==> config.mk <==
export PLATFORM = sky130hd
export DESIGN_NAME = twcp_top
export DESIGN_NICKNAME = d
export VERILOG_FILES = /design/src/rtl/twcp_pkg.sv /design/src/rtl/twcp_cnt_if.sv /design/src/rtl/twcp_prescaler.sv /design/src/rtl/twcp_channel.sv /design/src/rtl/twcp_top.sv
export VERILOG_INCLUDE_DIRS = /design/src /design/src/rtl
export SDC_FILE = /design/constraint.sdc
export NUM_CORES = 1
export LEC_CHECK = 0
export BUFFER_PORTS_ARGS = -buffer_cell sky130_fd_sc_hd__buf_4
export CAP_MARGIN = 20
export CORE_MARGIN = 4
export CORE_UTILIZATION = 61
export DETAILED_ROUTE_END_ITERATION = 6
export GPL_TIMING_DRIVEN = 0
export PLACE_DENSITY_LB_ADDON = 0.15
export SLEW_MARGIN = 20
export SYNTH_ARGS = -nofsm -noshare
export SYNTH_HDL_FRONTEND = slang
export SYNTH_SLANG_ARGS = --single-unit
==> constraint.sdc <==
create_clock -name clk_i -period 4.85 [get_ports clk_i]
set_input_delay 0.2425 -clock clk_i [delete_from_list [all_inputs] [get_ports clk_i]]
set_output_delay 0.2425 -clock clk_i [all_outputs]
set_load 0.02 [all_outputs]
==> src/rtl/twcp_defs.svh <==
// Register offsets, field positions and reset values of the timer
// What this block does
// - With event counting on, the counter advances on input events, not prescaled ticks.
// - Counter counts prescaled clock ticks in the selected direction until top or bottom.
// - Counting up, a count equal to top wraps to zero on the next tick.
// - Counting down, reaching bottom reloads the counter from the period register, or from match zero in frequency mode.
// - A software count write acts at once and beats any count, clear or reload.
// - Direction may change while running; counting continues in the new direction.
// - Period and match registers have shadows; each shadow has a valid flag.
// - Match registers and shadows are both writable; direct writes bypass buffering.
// - An unbuffered period write takes effect immediately.
// - A period written below the count while counting up makes the counter wrap.
// - A buffered period loads only on an update; its shadow is writable anytime.
// - Count equal to a match value sets that channel flag one clock after the next tick.
// - On update, valid match shadows copy in and compare from the next count.
// - A wave output overrides its pin only in a waveform mode with channel enabled.
// - Frequency mode takes period from match zero; channels toggle on each match.
// - Frequency mode, no prescale, match zero at zero: output toggles every clock.
// - Channels one and two add outputs sharing the match zero period.
// - Single-slope mode counts up and restarts; outputs set at bottom, clear on match.
// - Single-slope match at bottom holds output low; above top holds it high.
// - Bottom is a count of zero; top is the highest value of the sequence.
// - The update occurs at the sequence end; valid shadows copy unless locked.
// - Waveform changes from top, bottom or match appear one tick later; match flags one clock after that.
`ifndef TWCP_DEFS_SVH
`define TWCP_DEFS_SVH
`define TWCP_OFS_CTRL 8'h00
`define TWCP_OFS_WAVE 8'h04
`define TWCP_OFS_CONTROL_REG_E 8'h08
`define TWCP_OFS_FLAGS 8'h0C
`define TWCP_OFS_EVCTL 8'h10
`define TWCP_OFS_CNT 8'h14
`define TWCP_OFS_PER 8'h18
`define TWCP_OFS_CYCLE_LENGTH_SHADOW 8'h1C
`define TWCP_OFS_CMP_BASE 8'h20
`define TWCP_OFS_STAT 8'h2C
`define TWCP_OFS_CBUF_BASE 8'h30
`define TWCP_F_EN 0
`define TWCP_F_TICK_DIVIDER_SELECT_LSB 1
`define TWCP_F_WG_LSB 0
`define TWCP_F_CMPEN_LSB 4
`define TWCP_F_DIR 0
`define TWCP_F_UPDATE_LOCK 1
`define TWCP_F_CNTEI 0
`define TWCP_F_MFLAG_LSB 4
`define TWCP_RST_CNT 16'h0000
`define TWCP_RST_PER 16'hFFFF
`define TWCP_RST_CMP 16'h0000
`endif

==> src/rtl/twcp_pkg.sv <==
// Types shared by the timer modules
package twcp_pkg;
	typedef enum logic [1:0] {
		TWCP_WG_NORMAL = 2'b00,
		TWCP_WG_FRQ = 2'b01,
		TWCP_WG_SS = 2'b11
	} twcp_wg_e;
endpackage

==> src/rtl/twcp_cnt_if.sv <==
// Count state carried from the counter core to the compare channels
`timescale 1ns/1ps
`default_nettype none
interface twcp_cnt_if;
	logic tick;
	logic restart;
	logic [15:0] count;
	twcp_pkg::twcp_wg_e waveform_kind_select;
	modport ctl (output tick, output restart, output count, output waveform_kind_select);
	modport chan (input tick, input restart, input count, input waveform_kind_select);
endinterface
`default_nettype wire

==> src/rtl/twcp_prescaler.sv <==
// Clock prescaler producing one-cycle count ticks
`timescale 1ns/1ps
`default_nettype none
module twcp_prescaler (
	input wire logic clk_i,
	input wire logic rst_i,
	input wire logic enable_i,
	input wire logic [2:0] tick_divider_select_i,
	output logic tick_o
);
	logic [9:0] div_r;
	wire [9:0] mask_w;

	// Divide by 1, 2, 4, 8, 16, 64, 256, 1024
	function automatic logic [9:0] twcp_div_mask(input logic [2:0] sel);
		case (sel)
			3'h0: return 10'h000;
			3'h1: return 10'h001;
			3'h2: return 10'h003;
			3'h3: return 10'h007;
			3'h4: return 10'h00F;
			3'h5: return 10'h03F;
			3'h6: return 10'h0FF;
			default: return 10'h3FF;
		endcase
	endfunction

	assign mask_w = twcp_div_mask(tick_divider_select_i);
	assign tick_o = enable_i && ((div_r & mask_w) == mask_w);

	// Held at zero while disabled so the first period after enable is full
	always_ff @(posedge clk_i)
		if (rst_i || !enable_i)
			div_r <= 10'h000;
		else
			div_r <= div_r + 10'h001;
endmodule
`default_nettype wire

==> src/rtl/twcp_channel.sv <==
// One compare channel: match detection and waveform output
`timescale 1ns/1ps
`default_nettype none
module twcp_channel (
	input wire logic clk_i,
	input wire logic rst_i,
	twcp_cnt_if.chan cnt_if,
	input wire logic [15:0] match_value_i,
	output logic wave_o,
	output logic match_o
);
	logic wave_nxt;
	wire hit_w;

	assign hit_w = cnt_if.tick && (cnt_if.count == match_value_i);

	// Output changes land one tick after the count met its trigger
	always_comb
	begin
		wave_nxt = wave_o;
		case (cnt_if.waveform_kind_select)
			twcp_pkg::TWCP_WG_FRQ:
				if (hit_w)
					wave_nxt = !wave_o;
			twcp_pkg::TWCP_WG_SS:
				if (cnt_if.restart)
					wave_nxt = (match_value_i != 16'h0000);
				else if (hit_w)
					wave_nxt = 1'b0;
			default:
				wave_nxt = wave_o;
		endcase
	end

	always_ff @(posedge clk_i)
		if (rst_i)
		begin
			wave_o <= 1'b0;
			match_o <= 1'b0;
		end
		else
		begin
			wave_o <= wave_nxt;
			match_o <= hit_w;
		end
endmodule
`default_nettype wire

==> src/rtl/twcp_top.sv <==
// Sixteen-bit timer with buffered period, compare channels and wave outputs
//
// Chosen here: the placing of the registers and the Wishbone register port.
`timescale 1ns/1ps
`default_nettype none
`include "twcp_defs.svh"
module twcp_top (
	input wire logic clk_i,
	input wire logic rst_i,
	input wire logic [7:0] adr_i,
	input wire logic [31:0] dat_i,
	output logic [31:0] dat_o,
	input wire logic we_i,
	input wire logic [3:0] sel_i,
	input wire logic cyc_i,
	input wire logic stb_i,
	output logic ack_o,
	input wire logic event_a_i,
	output logic [2:0] wave_out_o,
	output logic [2:0] wave_override_o
);
	// Bus state
	logic ack_r;
	logic [31:0] dat_r;
	logic [31:0] rd_mux_w;
	wire req_w;
	wire wr_w;
	wire [7:0] badr_w;

	// Control registers
	logic en_r;
	logic [2:0] tick_divider_select_r;
	twcp_pkg::twcp_wg_e waveform_kind_select_r;
	logic [2:0] cmpen_r;
	logic dir_r;
	logic update_lock_r;
	logic evcnt_r;

	// Counter, period and compare storage
	logic [15:0] cnt_r;
	logic [15:0] cnt_nxt;
	logic [15:0] per_r;
	logic [15:0] per_nxt;
	logic [15:0] cycle_length_shadow_r;
	logic cycle_shadow_valid_r;
	logic [15:0] cmp_r [0:2];
	logic [15:0] cmp_nxt [0:2];
	logic [15:0] cmpbuf_r [0:2];
	logic [2:0] cmpbv_r;
	logic [2:0] mflag_r;

	// Decoded strobes and counter status
	wire wr_ctrl_w;
	wire wr_wave_w;
	wire wr_control_reg_e_w;
	wire wr_evctl_w;
	wire wr_cnt_w;
	wire wr_per_w;
	wire wr_pbuf_w;
	wire wr_stat_w;
	wire [2:0] wr_cmp_w;
	wire [2:0] wr_cbuf_w;
	wire [2:0] match_w;
	wire [2:0] wave_w;
	wire ptick_w;
	wire tick_w;
	wire down_w;
	wire [15:0] top_w;
	wire at_end_w;
	wire upd_w;

	twcp_cnt_if cif ();

	// Byte-lane merge for the 16-bit registers; upper lanes are ignored
	function automatic logic [15:0] twcp_merge(input logic [15:0] old, input logic [31:0] d,
		input logic [3:0] sel);
		return {sel[1] ? d[15:8] : old[15:8], sel[0] ? d[7:0] : old[7:0]};
	endfunction

	// Channel register address from a base and channel number
	function automatic logic [7:0] twcp_ch_adr(input logic [7:0] base, input logic [1:0] n);
		return base + {4'h0, n, 2'b00};
	endfunction

	// Wishbone classic: one wait state, ack stands one cycle
	assign req_w = cyc_i && stb_i;
	assign wr_w = req_w && we_i && ack_r;
	assign badr_w = {adr_i[7:2], 2'b00};
	assign ack_o = ack_r;
	assign dat_o = dat_r;

	// Write strobes fire on the acknowledge edge, when the master samples ack
	assign wr_ctrl_w = wr_w && (badr_w == `TWCP_OFS_CTRL);
	assign wr_wave_w = wr_w && (badr_w == `TWCP_OFS_WAVE);
	assign wr_control_reg_e_w = wr_w && (badr_w == `TWCP_OFS_CONTROL_REG_E);
	assign wr_evctl_w = wr_w && (badr_w == `TWCP_OFS_EVCTL);
	assign wr_cnt_w = wr_w && (badr_w == `TWCP_OFS_CNT);
	assign wr_per_w = wr_w && (badr_w == `TWCP_OFS_PER);
	assign wr_pbuf_w = wr_w && (badr_w == `TWCP_OFS_CYCLE_LENGTH_SHADOW);
	assign wr_stat_w = wr_w && (badr_w == `TWCP_OFS_STAT);

	genvar g;
	generate
		for (g = 0; g < 3; g = g + 1)
		begin : g_ch
			assign wr_cmp_w[g] = wr_w && (badr_w == twcp_ch_adr(`TWCP_OFS_CMP_BASE, 2'(g)));
			assign wr_cbuf_w[g] = wr_w && (badr_w == twcp_ch_adr(`TWCP_OFS_CBUF_BASE, 2'(g)));
			twcp_channel u_chan (
				.clk_i(clk_i),
				.rst_i(rst_i),
				.cnt_if(cif.chan),
				.match_value_i(cmp_r[g]),
				.wave_o(wave_w[g]),
				.match_o(match_w[g])
			);
		end
	endgenerate

	// Read mux; unmapped addresses answer zero
	always_comb
	begin
		if (badr_w == `TWCP_OFS_CTRL)
			rd_mux_w = {28'h0000000, tick_divider_select_r, en_r};
		else if (badr_w == `TWCP_OFS_WAVE)
			rd_mux_w = {25'h0000000, cmpen_r, 2'b00, waveform_kind_select_r};
		else if (badr_w == `TWCP_OFS_CONTROL_REG_E)
			rd_mux_w = {30'h00000000, update_lock_r, dir_r};
		else if (badr_w == `TWCP_OFS_FLAGS)
			rd_mux_w = {28'h0000000, cmpbv_r, cycle_shadow_valid_r};
		else if (badr_w == `TWCP_OFS_EVCTL)
			rd_mux_w = {31'h00000000, evcnt_r};
		else if (badr_w == `TWCP_OFS_CNT)
			rd_mux_w = {16'h0000, cnt_r};
		else if (badr_w == `TWCP_OFS_PER)
			rd_mux_w = {16'h0000, per_r};
		else if (badr_w == `TWCP_OFS_CYCLE_LENGTH_SHADOW)
			rd_mux_w = {16'h0000, cycle_length_shadow_r};
		else if (badr_w == `TWCP_OFS_STAT)
			rd_mux_w = {25'h0000000, mflag_r, 1'b0, wave_w};
		else if (badr_w == twcp_ch_adr(`TWCP_OFS_CMP_BASE, 2'h0))
			rd_mux_w = {16'h0000, cmp_r[0]};
		else if (badr_w == twcp_ch_adr(`TWCP_OFS_CMP_BASE, 2'h1))
			rd_mux_w = {16'h0000, cmp_r[1]};
		else if (badr_w == twcp_ch_adr(`TWCP_OFS_CMP_BASE, 2'h2))
			rd_mux_w = {16'h0000, cmp_r[2]};
		else if (badr_w == twcp_ch_adr(`TWCP_OFS_CBUF_BASE, 2'h0))
			rd_mux_w = {16'h0000, cmpbuf_r[0]};
		else if (badr_w == twcp_ch_adr(`TWCP_OFS_CBUF_BASE, 2'h1))
			rd_mux_w = {16'h0000, cmpbuf_r[1]};
		else if (badr_w == twcp_ch_adr(`TWCP_OFS_CBUF_BASE, 2'h2))
			rd_mux_w = {16'h0000, cmpbuf_r[2]};
		else
			rd_mux_w = 32'h00000000;
	end

	// Read data is captured with the first request edge and held through ack
	always_ff @(posedge clk_i)
		if (rst_i)
		begin
			ack_r <= 1'b0;
			dat_r <= 32'h00000000;
		end
		else
		begin
			ack_r <= req_w && !ack_r;
			if (req_w && !ack_r)
				dat_r <= rd_mux_w;
		end

	// Tick source: prescaled clock or event input
	twcp_prescaler u_presc (
		.clk_i(clk_i),
		.rst_i(rst_i),
		.enable_i(en_r),
		.tick_divider_select_i(tick_divider_select_r),
		.tick_o(ptick_w)
	);
	assign tick_w = en_r && (evcnt_r ? event_a_i : ptick_w);

	// Single-slope runs upward only, whatever the direction bit says
	assign down_w = dir_r && (waveform_kind_select_r != twcp_pkg::TWCP_WG_SS);
	assign top_w = (waveform_kind_select_r == twcp_pkg::TWCP_WG_FRQ) ? cmp_r[0] : per_r;
	// Greater-or-equal so a period lowered below the count still wraps
	assign at_end_w = down_w ? (cnt_r == 16'h0000) : (cnt_r >= top_w);
	assign upd_w = tick_w && at_end_w && !update_lock_r;

	assign cif.tick = tick_w;
	// Bottom tick: the set lands as the count leaves zero, one tick after bottom
	assign cif.restart = tick_w && (cnt_r == 16'h0000) && !down_w;
	assign cif.count = cnt_r;
	assign cif.waveform_kind_select = waveform_kind_select_r;

	// Counter next value; a software write wins over counting
	always_comb
	begin
		if (wr_cnt_w)
			cnt_nxt = twcp_merge(cnt_r, dat_i, sel_i);
		else if (tick_w && at_end_w)
			cnt_nxt = down_w ? top_w : 16'h0000;
		else if (tick_w)
			cnt_nxt = down_w ? cnt_r - 16'h0001 : cnt_r + 16'h0001;
		else
			cnt_nxt = cnt_r;
	end

	// Period and compares: direct writes act at once, shadows copy on update
	always_comb
	begin
		if (wr_per_w)
			per_nxt = twcp_merge(per_r, dat_i, sel_i);
		else if (upd_w && cycle_shadow_valid_r)
			per_nxt = cycle_length_shadow_r;
		else
			per_nxt = per_r;
		for (int i = 0; i < 3; i++)
		begin
			if (wr_cmp_w[i])
				cmp_nxt[i] = twcp_merge(cmp_r[i], dat_i, sel_i);
			else if (upd_w && cmpbv_r[i])
				cmp_nxt[i] = cmpbuf_r[i];
			else
				cmp_nxt[i] = cmp_r[i];
		end
	end

	// Control registers
	always_ff @(posedge clk_i)
		if (rst_i)
		begin
			en_r <= 1'b0;
			tick_divider_select_r <= 3'h0;
			waveform_kind_select_r <= twcp_pkg::TWCP_WG_NORMAL;
			cmpen_r <= 3'h0;
			dir_r <= 1'b0;
			update_lock_r <= 1'b0;
			evcnt_r <= 1'b0;
		end
		else
		begin
			if (wr_ctrl_w)
			begin
				en_r <= dat_i[`TWCP_F_EN];
				tick_divider_select_r <= dat_i[`TWCP_F_TICK_DIVIDER_SELECT_LSB +: 3];
			end
			if (wr_wave_w)
			begin
				waveform_kind_select_r <= twcp_pkg::twcp_wg_e'(dat_i[`TWCP_F_WG_LSB +: 2]);
				cmpen_r <= dat_i[`TWCP_F_CMPEN_LSB +: 3];
			end
			if (wr_control_reg_e_w)
			begin
				dir_r <= dat_i[`TWCP_F_DIR];
				update_lock_r <= dat_i[`TWCP_F_UPDATE_LOCK];
			end
			if (wr_evctl_w)
				evcnt_r <= dat_i[`TWCP_F_CNTEI];
		end

	// Counter and buffered registers; a shadow write in the update cycle keeps valid
	always_ff @(posedge clk_i)
		if (rst_i)
		begin
			cnt_r <= `TWCP_RST_CNT;
			per_r <= `TWCP_RST_PER;
			cycle_length_shadow_r <= `TWCP_RST_CMP;
			cycle_shadow_valid_r <= 1'b0;
			cmpbv_r <= 3'h0;
			mflag_r <= 3'h0;
			for (int i = 0; i < 3; i++)
			begin
				cmp_r[i] <= `TWCP_RST_CMP;
				cmpbuf_r[i] <= `TWCP_RST_CMP;
			end
		end
		else
		begin
			cnt_r <= cnt_nxt;
			per_r <= per_nxt;
			if (wr_pbuf_w)
				cycle_length_shadow_r <= twcp_merge(cycle_length_shadow_r, dat_i, sel_i);
			cycle_shadow_valid_r <= wr_pbuf_w || (cycle_shadow_valid_r && !upd_w);
			cmpbv_r <= wr_cbuf_w | (cmpbv_r & ~{3{upd_w}});
			// Match flags clear by writing one; a new match in that cycle wins
			mflag_r <= match_w | (mflag_r & ~({3{wr_stat_w}} & dat_i[`TWCP_F_MFLAG_LSB +: 3]));
			for (int i = 0; i < 3; i++)
			begin
				cmp_r[i] <= cmp_nxt[i];
				if (wr_cbuf_w[i])
					cmpbuf_r[i] <= twcp_merge(cmpbuf_r[i], dat_i, sel_i);
			end
		end

	// Pin override only in a waveform mode with the channel enabled
	assign wave_out_o = wave_w;
	assign wave_override_o = cmpen_r & {3{waveform_kind_select_r == twcp_pkg::TWCP_WG_FRQ
		|| waveform_kind_select_r == twcp_pkg::TWCP_WG_SS}};
endmodule
`default_nettype wire

==> qor.log, run 1 <==
[detailed_routing] iteration-0 DRC count of the detailed router 1902
[placed_design] port bufs 42
[sta] maximum achievable frequency 220 MHz
[detailed_routing] residual antenna-violating net count after detailed routing 0
[pwr] net load switching power 0.979 mW
[cts] number of setup buffers added after CTS 0
[placed_design] placed wire-length estimate 33500 um
[yosys] xor and xnor fraction of the mapped netlist area 4.94%
[detailed_routing] total number of vias 11900
[finish] most common library cell in the layout ignoring fill and taps sky130_fd_sc_hd__dfxtp_1
[yosys] total of flip-flops plus latches after synthesis 196
[critical_path] Setup crit start kind register
[global_route] aggregate global-route resource usage 40.1%
[yosys] combinational family with the most area after synthesis compound AO/OA/AOI/OAI gates
[cts] cell at the root of the clock tree sky130_fd_sc_hd__clkbuf_16
[die] Die H 148 um
[die] overall die area 21800 um^2
[yosys] post-synthesis async set-or-reset flop share 0%
[yosys] count of flip-flops with a built-in enable after synthesis 48
[critical_path] maximum fanout along the worst path 10
[global_route] number of global-route vias before repair 11200
[detailed_routing] Remaining DRCs 12
[sta] smallest hold slack 0.106 ns
[yosys] syn avg cell area 8.53 um^2
[critical_path] Worst Path Arrival 4.91 ns
[pwr] share of total power in the clock network 42.3%
[finish] ratio of cells with drive above 1 in the final layout 10.5%
[sta] slew at the pin closest to its max-slew limit 1.13 ns
[critical_path] WP data required 5.22 ns
[detailed_routing] total wirelength of the detailed-routed design 44900 um
[global_route] initial antenna violation count 0
[finish] final antenna diode count 0
[cts] clock latency on the worst-skew pair 0.47 ns
[critical_path] Buf+Inv Stages, Crit Path 5
[yosys] ys flop type sky130_fd_sc_hd__dfxtp_1
[yosys] simple-gate area share of the yosys netlist 19.0%
[pwr] register share of total power 49.4%
[yosys] area share of the largest cell type after synthesis 24.9%
[hold_path] Hold/Removal Path Class in -> reg
[critical_path] largest stage delay on the critical path 0.60 ns
[cts] total clock sinks 196
[sta] Setup Total Neg Slack 0 ns
[yosys] Mapped Cells 1394
[pwr] highest ir drop seen on vdd 247 uV
[global_route] pin count of the biggest net entering global routing 21
[yosys] Synth warnings 0
[detailed_routing] detailed-routing iteration count for the pre-antenna-repair pass 7
[critical_path] endpoint class of the critical path register
[sta] min Tclk post-route 4.54 ns
[yosys] Post-Synthesis Cell Area 11900 um^2
[global_route] residual overflow from global routing 0
[cts] count of hold-fix buffers inserted at cts 0
[placed_design] Setup Slack @ Placement 0.398 ns
[finish] layout-stage area growth over the synthesis result 10.9%
[die] Core Region 19000 um^2
[die] Core Rows 50
[outcome] result of the run finished, violations left
[sta] count of final max-slew check failures 0
[yosys] top area cells in the synthesized netlist sky130_fd_sc_hd__dfxtp_1 25%, sky130_fd_sc_hd__edfxtp_1 12%, sky130_fd_sc_hd__mux2i_1 7.7%
[cts] CTS resizes 0
[sta] Final Setup Violations 0
[yosys] compound-gate portion of the synthesized area 20.3%
[yosys] count of distinct cell types in the synthesized netlist 78
[die] starting density of the core 62.7%
[critical_path] cell chain of the critical path buf_4 -> inv_2 -> nand2_1 -> clkbuf_1 -> mux2_2 -> ha_1 -> nor2b_1 -> o21ai_0 -> a41oi_1 -> o21ai_1 -> nand3b_4 -> buf_6 -> o31ai_4 -> buf_2 -> nor2_1 -> a211oi_1
[yosys] adder and majority cell fraction of the synthesized area 3.43%
[die] die width 148 um
[yosys] sequential element share of the synthesized area 37.0%
[die] I/O pin total 89
[outcome] violations in the final reports design-rule violations
[sta] setup repair after global routing missed its margin false
[cts] clock tree from TritonCTS built
[pwr] net switching share of the total power 28.5%
[cts] Bufs on Longest Clock Path 2
[sta] worst setup slack after layout 0.313 ns
[pwr] combinational power share 8.3%
[placed_design] GPL Wtd Cong 1.09
[critical_path] largest delay contributor family on the critical path buffers and inverters
[sta] setup clock skew after layout 0.0210 ns
[yosys] share of synthesized area spent on multiplexers 9.93%
[pwr] Leakage 4.94 nW
[yosys] cell type with the highest aggregate area in the netlist sky130_fd_sc_hd__dfxtp_1
[critical_path] slowest stage cell, crit path sky130_fd_sc_hd__clkbuf_1
[pwr] Pwr per Cell Area 261 nW/um^2
[sta] headroom to the max-slew limit 24.6%
[critical_path] critical path type reg -> reg
[finish] most used cells in the layout excluding fill and tap cells 148 x sky130_fd_sc_hd__dfxtp_1, 145 x sky130_fd_sc_hd__nand2_1, 142 x sky130_fd_sc_hd__nor2_1
[cts] clock edge transition at the registers on the reported setup and hold paths 0.08 ns
[pwr] internal cell power 2.46 mW
[detailed_routing] routed wirelength normalized by instance count 25.7 um
[detailed_routing] via count normalized by instance count 6.80
[finish] net count reported at finish 1552
[sta] hold violation total from the final report 0
[cts] number of buffers added by the clock tree synthesis step 17
[global_route] wire length of the first global-routing pass 66500 um
[sta] final worst path period share 93.6%
[run] maximum capacitance violations 0
[cts] H-tree depth 4
==> tightest hold or removal path, delay by kind of cell <==
| kind | cells | cell delay, ns |
|---|---|---|
| buf+inv | 1 | 0.16 |
| simple gates | 1 | 0.06 |
| compound gates | 1 | 0.05 |
==> cell usage after synthesis, types with 14 or more instances <==
cell                         n
sky130_fd_sc_hd__dfxtp_1   148
sky130_fd_sc_hd__nand2_1   145
sky130_fd_sc_hd__nor2_1    142
sky130_fd_sc_hd__a21oi_1   104
sky130_fd_sc_hd__mux2i_1    92
sky130_fd_sc_hd__clkbuf_1   74
sky130_fd_sc_hd__o21ai_0    57
sky130_fd_sc_hd__edfxtp_1   48
sky130_fd_sc_hd__a211oi_1   46
sky130_fd_sc_hd__xnor2_1    35
sky130_fd_sc_hd__nand3_1    34
sky130_fd_sc_hd__nor4_1     32
sky130_fd_sc_hd__xor2_1     32
sky130_fd_sc_hd__ha_1       31
sky130_fd_sc_hd__nor3_1     28
sky130_fd_sc_hd__and2_1     22
sky130_fd_sc_hd__nand2b_1   22
sky130_fd_sc_hd__buf_4      20
sky130_fd_sc_hd__mux2_2     19
sky130_fd_sc_hd__nand4_1    19
sky130_fd_sc_hd__o21ai_1    19
sky130_fd_sc_hd__a311oi_1   17
sky130_fd_sc_hd__buf_2      15
sky130_fd_sc_hd__o31ai_1    15
sky130_fd_sc_hd__inv_1      14
==> stage by stage <==
step / instances / instance area [um^2] / utilization [%] / power [mW]
floorplan: 1409 / 11900 / - / 1.89
global placement: 1711 / 12600 / 66.4 / 2.00
detailed placement: 1711 / 12600 / 66.4 / 2.00
CTS: 1743 / 13200 / 69.5 / 3.41
global route: 1743 / 13200 / 69.6 / 3.51
finish: 1743 / 13200 / 69.6 / 3.44
==> area by class of cell <==
| type | count | area (um^2) |
|---|---|---|
| inverter | 19 | 73.8 |
| clock inverter | 14 | 158 |
| clock buffer | 18 | 429 |
| sequential | 196 | 4400 |
| buffer | 123 | 567 |
| multi-input combinational | 1071 | 6910 |
| tap | 260 | 325 |
| timing repair buffer | 42 | 315 |
| fill | 1560 | 5770 |
==> cells by family (layout without fill, tap and decap cells) <==
family	after synthesis	count (layout)
compound gates	360	360
xor+xnor	67	67
fa+ha+maj	32	32
buf+inv	142	216
flops	196	196
mux	114	114
other cells	1	16
simple gates	482	482
==> sequential cells by signal, summed over array words and instances (netlist names) <==
name and cells:
en_r 1, cmp_r 48, cif.waveform_kind_select 2, cmpen_r 3
g_ch.u_chan.wave_o 3, tick_divider_select_r 3, ack_o 1, per_r 16
update_lock_r 1, cif.count 16, cycle_length_shadow_r 16, u_presc.div_r 10
cycle_shadow_valid_r 1, dir_r 1, cmpbuf_r 48, g_ch.u_chan.match_o 3
dat_o 16, cmpbv_r 3, mflag_r 3, evcnt_r 1
==> layer usage <==
metal	track usage, %	routed length, um	vias up
met1	51.6	16600	5524
met2	60.2	19600	881
met4	22.1	2760	0
li1	-	-	5214
met5	0	0	-
met3	12.3	5920	239
==> final timing paths <==
path | startpoint | end | slack [ns] | cells past startpoint
setup / recovery | cif.waveform_kind_select[1]$_SDFFE_PP0P_ | cmp_r[0][38]$_SDFFE_PP0P_ | 0.31 | 16
hold / removal | dat_i[10] | cycle_length_shadow_r[10]$_SDFFE_PP0P_ | 0.11 | 3
setup reg to reg | cif.waveform_kind_select[1]$_SDFFE_PP0P_ | cmp_r[0][38]$_SDFFE_PP0P_ | 0.31 | 16
hold reg to reg | g_ch[1].u_chan.match_o$_SDFF_PP0_ | mflag_r[1]$_SDFF_PP0_ | 0.44 | 2
==> power by group through the flow <==
stage	clock (mW)	sequential [mW]	combinational, mW
CTS	1.44	1.70	0.270
finish	1.45	1.70	0.285
detailed placement	0	1.74	0.268
global placement	0	1.74	0.267
floorplan	0	1.74	0.151
global route	1.51	1.70	0.293
Note: power is estimated with default switching activity, not from simulation.
==> run 2: changes to the inputs <==
- CORE_MARGIN: 4 -> 1
- SLEW_MARGIN: 20 -> 10
==> run 2 against run 1 <==
Sequential power about the same. Critical endpoint unchanged. Clock skew barely moved. Power grew 4.2%. Routed wire length fell by 2.0%. Via count shrank 1.1%. Global-route usage increased by 4.5 points. Clock power is 10% higher. Non-clock buffer count is 2 higher. Combinational power hardly changed. Worst hold slack lost 0.0013 ns. Largest cell class unchanged. Final area increased by 0.55%. The run still ends with design-rule violations left. Critical path depth stayed put.
==> qor.log, run 2 (same netlist as run 1, synthesis figures left out) <==
[detailed_routing] detailed-routing iteration count for the pre-antenna-repair pass 7 [unchanged]
[cts] number of setup buffers added after CTS 0 [unchanged]
[pwr] post-layout power 3.58 mW [+4.2%]
[sta] hold violation total from the final report 0 [unchanged]
[sta] Final Setup Violations 0 [unchanged]
[global_route] wire length of the first global-routing pass 65800 um [-1.0%]
[cts] CTS resizes 0 [unchanged]
[finish] largest registers cmp_r x48, cmpbuf_r x48
[finish] net count reported at finish 1554 [+0.13%]
[global_route] aggregate global-route resource usage 44.5% [+4.5 points]
[cts] clock edge transition at the registers on the reported setup and hold paths 0.08 ns [about the same]
[critical_path] slowest stage cell, crit path sky130_fd_sc_hd__clkbuf_1
[sta] setup clock skew after layout 0.0206 ns [-0.000347 ns]
[pwr] internal cell power 2.58 mW [+5.1%]
[global_route] initial antenna violation count 0 [unchanged]
[critical_path] critical path type reg -> reg
[detailed_routing] residual antenna-violating net count after detailed routing 0 [unchanged]
[die] overall die area 20100 um^2 [-8.0%]
[sta] worst setup slack after layout 0.162 ns [-0.151 ns]
[placed_design] port bufs 42 [unchanged]
[pwr] net load switching power 0.997 mW [+1.8%]
[outcome] violations in the final reports design-rule violations
[finish] non-filler cells in the finished layout 1745 [+0.11%]
[pwr] net switching share of the total power 27.8% [-0.64 points]
[sta] maximum achievable frequency 213 MHz [-3.2%]
[pwr] Pwr per Cell Area 270 nW/um^2 [+3.6%]
[sta] Setup Total Neg Slack 0 ns [unchanged]
[detailed_routing] total wirelength of the detailed-routed design 44000 um [-2.0%]
[detailed_routing] total number of vias 11700 [-1.1%]
[finish] ratio of cells with drive above 1 in the final layout 10.6% [+0.12 points]
[placed_design] Setup Slack @ Placement 0.318 ns [-0.0796 ns]
[critical_path] cell chain of the critical path buf_4 -> inv_2 -> nand2_1 -> clkbuf_1 -> mux2_2 -> ha_1 -> nor2b_1 -> o21ai_0 -> a41oi_1 -> o21ai_1 -> nand3b_4 -> buf_6 -> o31ai_4 -> buf_2 -> nor2_1 -> a211oi_1
[cts] count of hold-fix buffers inserted at cts 0 [unchanged]
[placed_design] Placed Cells 1711 [unchanged]
[sta] slew at the pin closest to its max-slew limit 1.22 ns [+0.0916 ns]
[detailed_routing] total met2 wirelength after detailed routing 19100 um [-2.4%]
[sta] count of final max-slew check failures 0 [unchanged]
[critical_path] maximum fanout along the worst path 10 [unchanged]
[detailed_routing] iteration-0 DRC count of the detailed router 1714 [-9.9%]
[detailed_routing] Remaining DRCs 2 [-10]
[pwr] share of total power in the clock network 44.6% [+2.3 points]
[cts] Bufs on Longest Clock Path 2 [unchanged]
[finish] layout-stage area growth over the synthesis result 11.5%
[hold_path] Hold/Removal Path Class in -> reg
[placed_design] placed wire-length estimate 33100 um [-1.2%]
[detailed_routing] Routed met3 length 5450 um [-7.9%]
[pwr] highest ir drop seen on vdd 305 uV [+24%]
[critical_path] Buf+Inv Stages, Crit Path 5 [unchanged]
[sta] min Tclk post-route 4.69 ns [+0.151 ns]
[die] Core Rows 50 [unchanged]
[cts] cell at the root of the clock tree sky130_fd_sc_hd__clkbuf_16
[critical_path] largest delay contributor family on the critical path buffers and inverters
[outcome] result of the run finished, violations left
[run] maximum capacitance violations 0 [unchanged]
[pwr] Leakage 4.99 nW [+0.91%]
[finish] final cell utilization of the core 70.2% [+0.61 points]
[detailed_routing] WL met1 16900 um [+1.6%]
[critical_path] Worst Path Arrival 5.05 ns [+0.14 ns]
[finish] FF+latch area 4400 um^2 [unchanged]
[finish] number of fill cells in the layout 1595 [+2.2%]
[sta] setup repair after global routing missed its margin false
[die] Die H 142 um [-4.1%]
[finish] final antenna diode count 0 [unchanged]
[finish] most common library cell in the layout ignoring fill and taps sky130_fd_sc_hd__dfxtp_1
[sta] headroom to the max-slew limit 18.0% [-6.6 points]
[pwr] register share of total power 47.4% [-2.0 points]
[sta] final worst path period share 96.7% [+3.1 points]
[die] die width 142 um [-4.1%]
[global_route] number of global-route vias before repair 11200 [-0.52%]
[detailed_routing] via count normalized by instance count 6.72 [-1.3%]
[die] starting density of the core 62.9% [+0.21 points]
[die] I/O pin total 89 [unchanged]
[critical_path] WP data required 5.21 ns [about the same]
[finish] most used cells in the layout excluding fill and tap cells 148 x sky130_fd_sc_hd__dfxtp_1, 145 x sky130_fd_sc_hd__nand2_1, 142 x sky130_fd_sc_hd__nor2_1
[detailed_routing] routed wirelength normalized by instance count 25.2 um [-2.1%]
[cts] H-tree depth 4 [unchanged]
[cts] total clock sinks 196 [unchanged]
[die] Core Region 18900 um^2 [-0.33%]
[pwr] combinational power share 8.0% [-0.3 points]
[cts] clock latency on the worst-skew pair 0.46 ns [about the same]
[global_route] pin count of the biggest net entering global routing 23 [+9.5%]
[placed_design] GPL Wtd Cong 1.09 [-0.50%]
[critical_path] largest stage delay on the critical path 0.62 ns [+0.02 ns]
[finish] multi-input logic area 6900 um^2 [-0.18%]
[critical_path] endpoint class of the critical path register
[cts] number of buffers added by the clock tree synthesis step 17 [unchanged]
[global_route] residual overflow from global routing 0 [unchanged]
[detailed_routing] Top Metal Used met4
[cts] clock tree from TritonCTS built
[critical_path] Setup crit start kind register
## run 2: worst paths after layout
kind	from	endpoint	slack (ns)	cells past startpoint
setup / recovery	cif.waveform_kind_select[1]$_SDFFE_PP0P_	cmp_r[0][38]$_SDFFE_PP0P_	0.16	16
hold / removal	dat_i[8]	cycle_length_shadow_r[8]$_SDFFE_PP0P_	0.11	3
setup reg to reg	cif.waveform_kind_select[1]$_SDFFE_PP0P_	cmp_r[0][38]$_SDFFE_PP0P_	0.16	16
hold reg to reg	g_ch[0].u_chan.match_o$_SDFF_PP0_	mflag_r[0]$_SDFF_PP0_	0.46	2
## run 2: power by group through the flow
| stage | logic [mW] | registers (mW) | clock network, mW |
|---|---|---|---|
| 2_1_floorplan | 0.151 | 1.74 | 0 |
| 3_3_place_gp | 0.268 | 1.73 | 0 |
| 3_5_place_dp | 0.269 | 1.74 | 0 |
| 4_1_cts | 0.270 | 1.70 | 1.59 |
| 5_1_grt | 0.295 | 1.70 | 1.65 |
| 6_report | 0.285 | 1.70 | 1.60 |
## run 2: final cells by class
cell class / instances / share of cell area [%]
flip-flops and latches: 196 / 33.2
inverters: 19 / 0.557
clock inverters: 15 / 1.76
plain buffers: 123 / 4.28
well taps: 260 / 2.45
multi-input cells: 1071 / 52.0
repair buffers: 44 / 2.47
clock buffers: 17 / 3.21
## run 2: per-layer routing
metal,vias to the layer above,GRT usage (%)
met2,845,68.2
met5,-,0
li1,5208,-
met4,0,25.2
met1,5459,57.5
met3,211,11.0
## run 2: stage by stage
| step | hold slack (ns) | instance area (um^2) |
|---|---|---|
| 6_report | 0.105 | 13300 |
| 5_1_grt | 0.111 | 13300 |
| 4_1_cts | 0.0890 | 13200 |
| 3_5_place_dp | 0.447 | 12600 |
| 3_3_place_gp | 0.416 | 12600 |
| 2_1_floorplan | 0.383 | 11900 |
## run 2: tightest hold or removal path, cell delays in order
cell	delay, ns
sky130_fd_sc_hd__buf_4	0.15
sky130_fd_sc_hd__nand2_1	0.06
sky130_fd_sc_hd__a21oi_1	0.05
==> run 3: changes to the inputs <==
- CELL_PAD_IN_SITES_DETAIL_PLACEMENT: unset -> 1
- CELL_PAD_IN_SITES_GLOBAL_PLACEMENT: unset -> 2
- CORE_UTILIZATION: 61 -> 38
==> run 3 against run 2 <==
The run now ends clean. Sequential cell count did not move. Global-route usage fell by 12 points. Routed wire length rose by 16%. Power fell by 3.6%. Sequential power barely moved. Clock-buffer cell count rose by 2. Combinational power rose by 2%. Setup slack improved by 0.30 ns. Critical endpoint is now cmp_r[0][5]$_SDFFE_PP0P_.
==> qor.log, run 3 (same netlist as run 1, synthesis figures left out) <==
[placed_design] placed wire-length estimate 39700 um [+20%]
[die] overall die area 32000 um^2 [+60%]
[cts] number of buffers added by the clock tree synthesis step 17 [unchanged]
[pwr] register share of total power 49.2% [+1.8 points]
[finish] most common library cell in the layout ignoring fill and taps sky130_fd_sc_hd__dfxtp_1
[sta] final worst path period share 90.6% [-6.1 points]
[finish] final antenna diode count 0 [unchanged]
[pwr] Leakage 4.95 nW [-0.70%]
[global_route] wire length of the first global-routing pass 75200 um [+14%]
[sta] Setup Total Neg Slack 0 ns [unchanged]
[global_route] residual overflow from global routing 0 [unchanged]
[critical_path] slowest stage cell, crit path sky130_fd_sc_hd__o31ai_2
[detailed_routing] iteration-0 DRC count of the detailed router 908 [-47%]
[finish] ratio of cells with drive above 1 in the final layout 10.4% [-0.20 points]
[detailed_routing] total number of vias 11400 [-2.6%]
[critical_path] WP data required 5.22 ns [about the same]
[outcome] result of the run complete, no violations
[cts] clock tree from TritonCTS built
[critical_path] critical path type reg -> reg
[cts] total clock sinks 196 [unchanged]
[cts] count of hold-fix buffers inserted at cts 0 [unchanged]
[detailed_routing] Remaining DRCs 0 [-2]
[sta] Final Setup Violations 0 [unchanged]
[sta] setup clock skew after layout 0.0148 ns [-0.00587 ns]
[detailed_routing] residual antenna-violating net count after detailed routing 0 [unchanged]
[global_route] pin count of the biggest net entering global routing 18 [-22%]
[die] die width 179 um [+26%]
[pwr] net switching share of the total power 26.1% [-1.7 points]
[critical_path] cell chain of the critical path buf_4 -> inv_2 -> nand2_1 -> clkbuf_2 -> mux2_2 -> ha_1 -> nor2b_1 -> o21ai_0 -> a41oi_1 -> o21ai_1 -> nand3b_4 -> o31ai_2 -> buf_2 -> nor2_1 -> a311oi_1
[finish] post-layout instance area 13400 um^2 [+0.75%]
[die] Die H 179 um [+26%]
[sta] smallest hold slack 0.116 ns [+0.0109 ns]
[cts] cell at the root of the clock tree sky130_fd_sc_hd__clkbuf_16
[die] starting density of the core 38.8% [-24 points]
[finish] largest registers cmp_r x48, cmpbuf_r x48
[pwr] net load switching power 0.902 mW [-9.6%]
[detailed_routing] detailed-routing iteration count for the pre-antenna-repair pass 5 [-2]
[cts] H-tree depth 4 [unchanged]
[pwr] share of total power in the clock network 42.4% [-2.2 points]
[cts] Bufs on Longest Clock Path 2 [unchanged]
[global_route] initial antenna violation count 0 [unchanged]
[pwr] highest ir drop seen on vdd 304 uV [-0.33%]
[critical_path] largest delay contributor family on the critical path compound AO/OA/AOI/OAI gates
[critical_path] endpoint class of the critical path register
[detailed_routing] via count normalized by instance count 6.07 [-9.7%]
[sta] hold violation total from the final report 0 [unchanged]
[hold_path] Hold/Removal Path Class in -> reg
[pwr] combinational power share 8.4% [+0.4 points]
[detailed_routing] total wirelength of the detailed-routed design 51200 um [+16%]
[sta] min Tclk post-route 4.39 ns [-0.295 ns]
[placed_design] placed cell area 12800 um^2 [+1.5%]
[finish] net count reported at finish 1554 [unchanged]
[sta] headroom to the max-slew limit 22.8% [+4.8 points]
[cts] CTS resizes 0 [unchanged]
[sta] setup repair after global routing missed its margin false
[pwr] Pwr per Cell Area 259 nW/um^2 [-4.3%]
[finish] non-filler cells in the finished layout 1881 [+7.8%]
[cts] number of setup buffers added after CTS 0 [unchanged]
[finish] layout-stage area growth over the synthesis result 12.3%
[global_route] aggregate global-route resource usage 32.8% [-12 points]
[placed_design] GPL Wtd Cong 0.952 [-12%]
[global_route] number of global-route vias before repair 11600 [+4.2%]
[placed_design] port bufs 42 [unchanged]
[critical_path] largest stage delay on the critical path 0.63 ns [about the same]
[detailed_routing] routed wirelength normalized by instance count 27.2 um [+7.9%]
[cts] clock edge transition at the registers on the reported setup and hold paths 0.08 ns [about the same]
[critical_path] Buf+Inv Stages, Crit Path 4 [-1]
[cts] clock latency on the worst-skew pair 0.47 ns [about the same]
[critical_path] Setup crit start kind register
[placed_design] Placed Cells 1849 [+8.1%]
[pwr] internal cell power 2.55 mW [-1.2%]
[die] I/O pin total 89 [unchanged]
[finish] most used cells in the layout excluding fill and tap cells 148 x sky130_fd_sc_hd__dfxtp_1, 145 x sky130_fd_sc_hd__nand2_1, 142 x sky130_fd_sc_hd__nor2_1
[sta] slew at the pin closest to its max-slew limit 1.15 ns [-0.0717 ns]
[die] Core Region 30700 um^2 [+62%]
[sta] maximum achievable frequency 228 MHz [+6.7%]
[sta] count of final max-slew check failures 0 [unchanged]
[critical_path] maximum fanout along the worst path 10 [unchanged]
[die] Core Rows 64 [+28%]
[run] maximum capacitance violations 0 [unchanged]
[critical_path] Worst Path Arrival 4.76 ns [-0.29 ns]
## run 3: cell count changes in the layout (fill, tap and decap cells not counted), sizes merged
cell / delta
buf: +1
clkdlybuf4s15: +1
clkinv: +5
clkinvlp: +1
inv: -8
## run 3: final timing paths
path,from,end,slack [ns],depth (start not counted)
max reg2reg,cif.waveform_kind_select[1]$_SDFFE_PP0P_,cmp_r[0][5]$_SDFFE_PP0P_,0.46,15
max,cif.waveform_kind_select[1]$_SDFFE_PP0P_,cmp_r[0][5]$_SDFFE_PP0P_,0.46,15
min,dat_i[7],cycle_length_shadow_r[7]$_SDFFE_PP0P_,0.12,3
min reg2reg,g_ch[0].u_chan.match_o$_SDFF_PP0_,mflag_r[0]$_SDFF_PP0_,0.45,2
## run 3: per-stage QoR
step,util (%),power (mW),setup slack [ns]
2_1_floorplan,-,1.89,1.26
3_3_place_gp,41.6,2.02,0.313
3_5_place_dp,41.6,2.02,0.279
4_1_cts,43.5,3.46,0.238
5_1_grt,43.5,3.54,0.193
6_report,43.5,3.45,0.457
## run 3: layer usage
metal	global-route usage [%]	vias to the layer above	wire length, um
met2	53.2	367	23600
met1	43.8	5751	23300
li1	-	5207	-
met5	0	-	0
met4	12.6	0	1630
met3	4.41	88	2730
## run 3: worst min-delay path: stages
cell	delay (ns)
sky130_fd_sc_hd__buf_4	0.16
sky130_fd_sc_hd__nand2_1	0.07
sky130_fd_sc_hd__a21oi_1	0.06
## run 3: final cells by class
class                           count  area [um^2]
Inverter                           19         73.8
Clock inverter                     13          126
Buffer                            123          568
Timing Repair Buffer               44          334
Multi-Input combinational cell   1071         6900
Clock buffer                       19          454
Sequential cell                   196         4400
Fill cell                        3671        17300
Tap cell                          396          495
## run 3: power by group through the flow
| stage | sequential, mW | clock, mW | combinational (mW) |
|---|---|---|---|
| floorplan | 1.74 | 0 | 0.151 |
| global placement | 1.74 | 0 | 0.283 |
| detailed placement | 1.74 | 0 | 0.285 |
| CTS | 1.70 | 1.48 | 0.286 |
| global route | 1.70 | 1.53 | 0.306 |
| finish | 1.70 | 1.46 | 0.291 |
